$ cat src/rtl/ehsts_pkg.sv
// Purpose: Shared constants and carrier types for the host status register block
// Assumes: 32-bit register access, byte address offsets relative to the memory base
// Notes:   Bit positions follow the status and command register layouts
package ehsts_pkg;

    // Register addressing
    localparam logic [7:0]  HOST_STATUS_OFS   = 8'h24;
    localparam logic [7:0]  MEM_BASE_CFG_OFS  = 8'h10;

    // Status register field positions
    localparam int TRANSFER_DONE_BIT   = 0;
    localparam int TRANSFER_ERROR_BIT  = 1;
    localparam int PORT_CHANGE_BIT     = 2;
    localparam int FRAME_WRAP_BIT      = 3;
    localparam int HOST_SYS_ERROR_BIT  = 4;
    localparam int ASYNC_ADVANCE_BIT   = 5;
    localparam int HALTED_BIT          = 12;
    localparam int EMPTY_DETECT_BIT    = 13;
    localparam int PERIODIC_STATE_BIT  = 14;
    localparam int ASYNC_STATE_BIT     = 15;

    // Command register field positions
    localparam int RUN_CONTROL_BIT     = 0;
    localparam int PERIODIC_EN_BIT     = 4;
    localparam int ASYNC_EN_BIT        = 5;

    // Reset values
    localparam logic [5:0]  FLAGS_RESET       = 6'h00;
    localparam logic        HALTED_RESET      = 1'b1;

    // Schedule state lag in clock cycles and the width of its lag counter
    localparam int SCHED_LAG_CYCLES  = 4;
    localparam int LAG_CNT_W         = 4;

    // Event sources from the controller core
    typedef struct packed {
        logic async_advance;
        logic host_sys_error;
        logic frame_wrap;
        logic port_change;
        logic transfer_error;
        logic transfer_done;
    } ehsts_events_t;

    // Register access request
    typedef struct packed {
        logic        wr;
        logic        rd;
        logic [7:0]  addr;
        logic [31:0] wdata;
    } ehsts_req_t;

    // Controller control state
    typedef enum logic [1:0] {
        ST_HALTED,
        ST_RUNNING,
        ST_DRAINING
    } ehsts_run_t;

endpackage

$ cat src/rtl/ehsts_sched_track.sv
// Purpose: Tracks one schedule's actual state, following its enable after a lag
// Assumes: Enable comes from logic on the same clock
// Notes:   State only changes while the controller is not halted
`timescale 1ns/1ps
`default_nettype none
module ehsts_sched_track #(
    parameter int LAG = ehsts_pkg::SCHED_LAG_CYCLES
) (
    // Clock and reset
    input  wire logic i_mclk,
    input  wire logic i_rstn,
    // Control
    input  wire logic i_enable,
    input  wire logic i_running,
    // Status
    output logic      o_state
);
    typedef struct packed {
        logic                           state;
        logic [ehsts_pkg::LAG_CNT_W-1:0] cnt;
    } ehsts_trk_t;

    // Last count of the lag; the counter is wide enough for lags up to sixteen
    localparam int                CNT_W = ehsts_pkg::LAG_CNT_W;
    localparam logic [CNT_W-1:0]  LAST  = CNT_W'(LAG - 1);

    ehsts_trk_t s_q, s_d;

    // Count the lag before following the enable; leaving running forgets any partial lag
    always_comb begin
        s_d = s_q;
        if (!i_running) begin
            s_d.state = 1'b0;
            s_d.cnt   = '0;
        end else if (i_enable != s_q.state) begin
            if (s_q.cnt == LAST) begin
                s_d.state = i_enable;
                s_d.cnt   = '0;
            end else begin
                s_d.cnt = s_q.cnt + 1'b1;
            end
        end else begin
            s_d.cnt = '0;
        end
    end

    // State register
    always_ff @(posedge i_mclk or negedge i_rstn) begin
        if (!i_rstn) begin
            s_q <= '0;
        end else begin
            s_q <= s_d;
        end
    end

    assign o_state = s_q.state;
endmodule
`default_nettype wire

$ cat src/rtl/ehsts_status.sv
// Purpose: Host status register with schedule states, halt tracking and clearable flags
// Assumes: Register port decoded at offset within the controller memory window
// Notes:   Run control is held here so a system error can clear it directly
//          A flag event that meets its own clear in one cycle stays set
//          Schedule states drop to idle as soon as the controller leaves running
//          Only the status word offset answers; other offsets stay silent
`timescale 1ns/1ps
`default_nettype none
module ehsts_status #(
    parameter int LAG = ehsts_pkg::SCHED_LAG_CYCLES
) (
    // Clock and reset
    input  wire logic                  i_mclk,
    input  wire logic                  i_rstn,
    // Register access
    input  wire ehsts_pkg::ehsts_req_t i_req,
    output logic [31:0]                o_rdata,
    output logic                       o_rvalid,
    // Command bits from the command register
    input  wire logic                  i_run_set,
    input  wire logic                  i_run_clr,
    input  wire logic                  i_async_sched_enable,
    input  wire logic                  i_periodic_sched_enable,
    // Core events and pipeline state
    input  wire ehsts_pkg::ehsts_events_t i_events,
    input  wire logic                  i_pipe_busy,
    input  wire logic                  i_async_empty,
    // Controller state
    output logic                       o_run_control,
    output logic                       o_controller_halted,
    output logic                       o_async_sched_state,
    output logic                       o_periodic_sched_state
);
    // Block state:
    //   run_st      - halted, running or draining the pipeline
    //   run_control - run request as seen by the core
    //   halted      - stopped indication shown in the status word
    //   empty_det   - empty asynchronous schedule seen while it runs
    //   flags       - write-one-to-clear event flags
    //   rdata       - read answer, held until the next read
    typedef struct packed {
        ehsts_pkg::ehsts_run_t run_st;
        logic                  run_control;
        logic                  halted;
        logic                  empty_det;
        logic [5:0]            flags;
        logic [31:0]           rdata;
        logic                  rvalid;
    } ehsts_state_t;

    ehsts_state_t s_q, s_d;
    logic         async_st;
    logic         per_st;
    logic         running;
    logic         rd_hit;
    logic         wr_hit;
    logic [31:0]  rd_word;

    // True while the controller executes its schedules
    function automatic logic run_active(input ehsts_pkg::ehsts_run_t st);
        run_active = (st == ehsts_pkg::ST_RUNNING);
    endfunction

    // True when a request addresses the status word
    function automatic logic status_hit(input logic [7:0] addr);
        status_hit = (addr == ehsts_pkg::HOST_STATUS_OFS);
    endfunction

    // Flag update: ones in the write mask clear, a fresh event sets again.
    // Setting last means an event that lands with its own clear is never lost.
    function automatic logic [5:0] flag_next(
        input logic [5:0] cur,
        input logic       clr_en,
        input logic [5:0] clr_mask,
        input logic [5:0] set_mask
    );
        logic [5:0] kept;
        kept      = clr_en ? (cur & ~clr_mask) : cur;
        flag_next = kept | set_mask;
    endfunction

    // Halted shows only once the machine has stopped and no run is pending
    function automatic logic halt_view(
        input ehsts_pkg::ehsts_run_t st,
        input logic                  run
    );
        halt_view = (st == ehsts_pkg::ST_HALTED) && !run;
    endfunction

    // Request decode, shared by read capture and flag clearing
    always_comb begin
        running = run_active(s_q.run_st);
        rd_hit  = i_req.rd && status_hit(i_req.addr);
        wr_hit  = i_req.wr && status_hit(i_req.addr);
    end

    // Schedule state trackers; a schedule can only be active while the
    // controller runs, so both drop to idle once it drains or halts
    ehsts_sched_track #(.LAG(LAG)) u_async (
        .i_mclk   (i_mclk),
        .i_rstn   (i_rstn),
        .i_enable (i_async_sched_enable),
        .i_running(running),
        .o_state  (async_st)
    );
    ehsts_sched_track #(.LAG(LAG)) u_per (
        .i_mclk   (i_mclk),
        .i_rstn   (i_rstn),
        .i_enable (i_periodic_sched_enable),
        .i_running(running),
        .o_state  (per_st)
    );

    // Read word assembly: states in 15-12, flags in 5-0;
    // reserved positions and per-transaction results never show up,
    // so they read as zero whatever software wrote there
    always_comb begin
        rd_word = 32'h0000_0000;
        rd_word[ehsts_pkg::ASYNC_STATE_BIT]    = async_st;
        rd_word[ehsts_pkg::PERIODIC_STATE_BIT] = per_st;
        rd_word[ehsts_pkg::EMPTY_DETECT_BIT]   = s_q.empty_det;
        rd_word[ehsts_pkg::HALTED_BIT]         = s_q.halted;
        rd_word[5:0]                           = s_q.flags;
    end

    // Next-state logic
    always_comb begin
        s_d        = s_q;
        // Read answer: one-cycle valid, data held until the next read
        s_d.rvalid = rd_hit;
        if (rd_hit) begin
            s_d.rdata = rd_word;
        end
        // Flags: write one clears, new event wins; bits 15-12 ignore writes
        s_d.flags = flag_next(s_q.flags, wr_hit, i_req.wdata[5:0], i_events);
        // Empty-schedule flag only means something while the async schedule runs
        s_d.empty_det = i_async_empty && async_st;
        // Run control and halt sequencing; a clear or a system error wins
        // over a set in the same cycle, so a faulting controller never
        // keeps running
        if (i_run_set) begin
            s_d.run_control = 1'b1;
        end
        if (i_run_clr || i_events.host_sys_error) begin
            s_d.run_control = 1'b0;
        end
        case (s_q.run_st)
            // Stopped: wait for a run request
            ehsts_pkg::ST_HALTED: begin
                if (s_d.run_control) begin
                    s_d.run_st = ehsts_pkg::ST_RUNNING;
                end
            end
            // Executing: a cleared run bit starts the drain
            ehsts_pkg::ST_RUNNING: begin
                if (!s_d.run_control) begin
                    s_d.run_st = ehsts_pkg::ST_DRAINING;
                end
            end
            // Draining: active transactions finish before the halt shows
            ehsts_pkg::ST_DRAINING: begin
                if (s_d.run_control) begin
                    s_d.run_st = ehsts_pkg::ST_RUNNING;
                end else if (!i_pipe_busy) begin
                    s_d.run_st = ehsts_pkg::ST_HALTED;
                end
            end
            default: begin
                s_d.run_st = ehsts_pkg::ST_HALTED;
            end
        endcase
        // Halted only once stopped, never while running requested
        s_d.halted = halt_view(s_d.run_st, s_d.run_control);
    end

    // State register; reset loads halted high so software first sees a
    // stopped controller
    always_ff @(posedge i_mclk or negedge i_rstn) begin
        if (!i_rstn) begin
            s_q.run_st      <= ehsts_pkg::ST_HALTED;
            s_q.run_control <= 1'b0;
            s_q.halted      <= ehsts_pkg::HALTED_RESET;
            s_q.empty_det   <= 1'b0;
            s_q.flags       <= ehsts_pkg::FLAGS_RESET;
            s_q.rdata       <= 32'h0000_0000;
            s_q.rvalid      <= 1'b0;
        end else begin
            s_q <= s_d;
        end
    end

    // Outputs straight from flip-flops
    assign o_rdata                = s_q.rdata;
    assign o_rvalid               = s_q.rvalid;
    assign o_run_control          = s_q.run_control;
    assign o_controller_halted    = s_q.halted;
    assign o_async_sched_state    = async_st;
    assign o_periodic_sched_state = per_st;
endmodule
`default_nettype wire

$ cat config.mk
export PLATFORM = sky130hd
export DESIGN_NAME = ehsts_status
export DESIGN_NICKNAME = d
export VERILOG_FILES = /design/src/rtl/ehsts_pkg.sv /design/src/rtl/ehsts_sched_track.sv /design/src/rtl/ehsts_status.sv
export SDC_FILE = /design/constraint.sdc
export NUM_CORES = 1
export LEC_CHECK = 0
export BUFFER_PORTS_ARGS = -buffer_cell sky130_fd_sc_hd__buf_2
export CORE_MARGIN = 2
export CORE_UTILIZATION = 36
export CTS_BUF_LIST = sky130_fd_sc_hd__clkbuf_2 sky130_fd_sc_hd__clkbuf_4 sky130_fd_sc_hd__clkbuf_8
export DETAILED_ROUTE_END_ITERATION = 8
export PLACE_DENSITY = 0.79
export SLEW_MARGIN = 30
export SYNTH_ARGS = -nofsm -noshare
export SYNTH_HDL_FRONTEND = slang
export SYNTH_SLANG_ARGS = --single-unit
$ cat constraint.sdc
create_clock -name i_mclk -period 1.6 [get_ports i_mclk]
set_input_delay 0.08 -clock i_mclk [delete_from_list [all_inputs] [get_ports i_mclk]]
set_output_delay 0.08 -clock i_mclk [all_outputs]
set_load 0.01 [all_outputs]
* Yosys cells after proc, flatten, opt, wreduce, memory -nomap -nowiden
Cells that the tools add are included.
** Operators by class
- Add/subtract/negate cells :: 2
- Equality and inequality tests :: 11
- Muxes and demuxes :: 18
- Bitwise logic cells :: 3
- Reductions and logical operators :: 10
** Operators with widths (count)
- 4-bit 2-to-1 mux :: 4
- 5-bit 2-to-1 mux :: 2
- 4-bit by 1-bit adder with 4-bit output (second input constant) :: 2
- 4-bit by 2-bit equality test with 1-bit output (second input constant) :: 2
- 8-bit by 6-bit equality test with 1-bit output (second input constant) :: 1
- 2-bit 2-to-1 mux :: 4
- 6-bit bitwise AND :: 1
- 1-bit 2-to-1 mux :: 6
- 6-bit 2-to-1 mux :: 1
- 6-bit inverter :: 1
- 6-bit OR :: 1
- 2-bit one-hot mux with 3 select lines :: 1
- 1-bit logical AND :: 4
- 2-bit zero test :: 2
- 2-bit by 1-bit inequality test with 1-bit output (second input constant) :: 2
- 2-bit inequality test (second input constant) :: 2
- 2-bit AND reduction :: 2
- 2-bit by 1-bit equality test with 1-bit output (second input constant) :: 1
- 2-bit equality test (second input constant) :: 1
- 1-bit inequality test :: 2
- 1-bit zero test :: 1
- 1-bit logical OR :: 1
** Storage, ports and cells
- Bits in registers :: 32
- Input port bits :: 56
- Output and inout bits :: 37
- Word-level logic and storage cells :: 55

* Longest topological paths before layout
- Depth in word-level cells :: 6
- Gate-level depth with buffers :: 4
- Gate-level depth less buffers :: 4

* Cells and area by module
A second synthesis with hierarchy kept.
** Second synthesis, totals
- Cells, all modules :: 132
- Area total of the unflattened synthesis :: 1619.1 um^2
** By module, submodules not included
- ehsts_status :: times used 1, cells each 91, area an instance 1147.4 um^2, sequential area each 551.8 um^2
- ehsts_sched_track (u_async) :: times used 1, cells each 21, area an instance 241.5 um^2, sequential area each 125.1 um^2
- ehsts_sched_track (u_per) :: times used 1, cells each 20, area an instance 230.2 um^2, sequential area each 125.1 um^2

* Worst setup path after synthesis
Ideal clock, no wire load.
- Path kind :: input-to-reg
- Start :: in i_req[36] (netlist name)
- End :: reg s_q, in the netlist o_rdata[0]
- Setup time :: 0.125 ns
- Arrival time :: 1.066 ns
- Data required time :: 1.475 ns
- Slack :: 0.409 ns
- Cell stages on the path :: 4
- Path buffers :: 1
- Cells stage by stage :: nor4b_4 -> nand3_2 -> buf_6 -> mux2_4
** On the way
- Longest elaborated chain between the ends :: 2
** RTL lines
- start, declared :: RTL line ehsts_status.sv:16 : input wire ehsts_pkg::ehsts_req_t i_req,
- 8-bit by 6-bit equality test with 1-bit output :: RTL line ehsts_status.sv:66 : status_hit = (addr == ehsts_pkg::HOST_STATUS_OFS);
- 1-bit logical AND :: RTL line ehsts_status.sv:93 : rd_hit = i_req.rd && status_hit(i_req.addr);
- end, declared :: RTL line ehsts_status.sv:51 : ehsts_state_t s_q, s_d;
Every way passes these cells.
A chain may end at the register's enable or synchronous reset.

* Worst setup path in the final report
- Start :: reg u_per.s_q[0] (netlist name)
- End :: reg u_per.s_q, in the netlist u_per.o_state
** On the way
- Longest elaborated chain between the ends :: 3
** RTL lines
- start, declared :: RTL line ehsts_sched_track.sv:27 : ehsts_trk_t s_q, s_d;
- start signal, assigned :: RTL line ehsts_sched_track.sv:50 : s_q <= '0;
- start signal, assigned :: RTL line ehsts_sched_track.sv:52 : s_q <= s_d;
- 4-bit by 2-bit equality test with 1-bit output :: RTL line ehsts_sched_track.sv:36 : if (s_q.cnt == LAST) begin
- 2-bit by 1-bit inequality test with 1-bit output (no source line)
- 2-bit AND reduction (no source line)
Every way passes these cells.

==> summary.txt <==
Status - complete, no violations
Worst path bufs/invs - 0
Die area - 4970 um2
Drc violations - 0
Hold WS - 10.2 ps
Power, Total - 1780 uW
Fraction of layout cells with a size suffix above 1 - 38.3%
TritonCTS buffer count - 5
Met1 usage in global routing - 13.0%
Most common cell after layout, fill and taps aside - buf_2
Crit-path leading delay family - simple AND/OR/NAND/NOR gates
Core area - 4290 um2
Crit path required time - 1770 ps
VDD IR max - 0.283 mV
Layout fillers - 412
Total number of vias - 995
Syn Area/Cell - 12.2 um2
CTS max path bufs - 2
Total track usage - 11.1%
Worst setup SP type - flip-flop
CTS resizes - 0
Fin. Hold Viols - 0
Clock Latency Late Sink - 280 ps
Post-Route Utilization - 44.5%
Initial Util - 37.0%
Initial antenna violation count - 0
Syn Inst Count - 130
Worst Max-Slew Pin Slew - 702 ps
Chip Height - 70.5 um
Yosys synthesis warning count - 0
Setup CP Type - flip-flop to flip-flop
Root Driver - clkbuf_8
Wirelength per Cell - 11.7 um
Final slew viol count - 0
Crit Path Max Fanout - 3
Avg Vias per Cell - 4.29
Fin crit share - 80.2%
First element of the critical path - u_per.s_q[0]$_DFF_PN0_
Cell Area, Synth - 1590 um2
Hold Path Depth - 2
ANT cells - 0
Async S/R FF share, synth - 100%
Slowest-stage cell, CP - dfrtp_1
Std-Cell Rows - 24
HP Class - input pin to flip-flop
Final ANT Viol Nets - 0
Setup Skew - 1.84 ps
Number of global-route vias before repair - 912
Post-CTS Setup Repair Bufs - 0
F_max - 779 MHz
Worst path depth - 4
# setup viols final - 0
Chip Width - 70.5 um
Max cap viols - 0
First-pass detailed-route iteration total - 3
Post-synthesis cell type count - 27
Gr ovfl total - 0
Reg-to-Reg Start - u_per.s_q[0]$_DFF_PN0_
Slew headroom - 53.2%
Reg-to-reg slack, setup - 320 ps
Top FF cell, synth - dfrtp_1
Clock sink total - 32
Reg2reg end - u_per.o_state$_DFFE_PN0P_
GR Layer Usage met2 - 17.7%
H-tree levels - 2
FF+latch area - 802 um2
Setup crit end kind - flip-flop
Post-DP HPWL - 1.99 mm
Largest net degree at the start of global routing - 33
DRT iter0 DRCs - 38
Number of enable flip-flop cells after synthesis - 0
CTS tree - done
Max incr delay on CP - 370 ps
Register area share after synthesis - 50.4%
Most frequent cells in the layout - buf_2 (44), dfrtp_1 (31), conb_1 (22)
GR Util met3 - 2.74%
P&R area growth vs syn - 20.1%
Final Critical Period - 1280 ps
GPL Wtd Cong - 0.805
Worst path cell trace - ha_1 -> nor3b_1 -> mux2i_1 -> nor2_1
Worst reg2reg path depth - 4
Worst path arrival time - 1450 ps
Reg clk slew, reported paths - 70 ps
DRT Wirelength - 2.73 mm
Gr busiest metal - met2
Area of the multi-input gates - 612 um2
Ports - 93
Setup TNS - 0 ps
Design area - 1910 um2
Leak - 0.000994 uW
FF+latch count, synth - 32
Setup crit end - u_per.o_state$_DFFE_PN0P_
Placed cell area - 1720 um2
Port bufs - 44
Final Net Count - 237
First-pass GRT wire length - 4.22 mm
RSZ-0062 raised after global routing - false
PD cells - 930 nW/um2
-- synth_stat cells, drive strengths merged (3+ instances only) --
master	count	area, um2
buf	33	251
dfrtp	31	776
mux2	11	158
nor2	7	26.3
a21o	6	45.0
nand4	6	37.5
nand2	4	15.0
xor2	4	35.0
nand3	3	20.0
nor3	3	15.0
-- per-stage QoR --
stage / cells / setup slack, ps
global placement: 216 / 202
floorplan: 151 / 409
detailed placement: 216 / 172
global route: 232 / 212
finish: 232 / 316
CTS: 232 / 309
-- layout make-up --
type,count,share of cell area [%]
inverter,1,0.197
clock inverter,3,2.23
timing repair buffer,54,16.5
clock buffer,5,3.60
tap,52,3.41
sequential,32,42.0
multi-input combinational,85,32.0
-- cell families after synthesis --
logic type	count (synthesis)	share of synthesized area, %
mux	13	11.2
xor+xnor	4	2.20
buf+inv	34	16.1
other cells	1	0.236
simple gates	35	14.4
flops	32	50.4
fa+ha+maj	2	1.57
compound gates	9	3.93
-- routing by layer --
layer	wire [um]	vias up
met5	0	-
met4	75	0
met3	150	8
met2	1410	34
met1	1090	468
li1	-	485
-- power by group --
part           total [uW]  internal, uW  leakage, uW  switching, uW
logic                 172          80.8     0.000532           90.9
registers             847           834     0.000408           13.2
clock network         756           460    0.0000541            296
total                1780          1380     0.000994            400
-- flip-flops by register name (all words and copies together), names as in the netlist --
| register | flops |
|---|---|
| u_async.s_q | 4 |
| o_rdata | 10 |
| o_run_control | 1 |
| s_q | 2 |
| o_controller_halted | 1 |
| u_per.o_state | 1 |
| rd_word | 7 |
| u_async.o_state | 1 |
| u_per.s_q | 4 |
| o_rvalid | 1 |
-- what timing repair did --
| item | CTS | global route |
|---|---|---|
| endpoints found under the hold margin | 38 | 0 |
| hold buffers | 8 | 0 |
| endpoints found under the setup margin | 0 | 0 |
-- worst min path at each step --
| stage | start | endpoint | slack, ps |
|---|---|---|---|
| floorplan | i_rstn | o_rdata[0]$_DFFE_PN0P_ | -220 |
| global placement | i_rstn | o_rvalid$_DFF_PN0_ | 160 |
| detailed placement | i_rstn | o_rdata[2]$_DFFE_PN0P_ | 170 |
| CTS | i_async_empty | rd_word[13]$_DFF_PN0_ | 3 |
| global route | i_async_empty | rd_word[13]$_DFF_PN0_ | 10 |
| finish | i_async_empty | rd_word[13]$_DFF_PN0_ | 10 |
No activity file was read; power rests on OpenSTA's default activity.
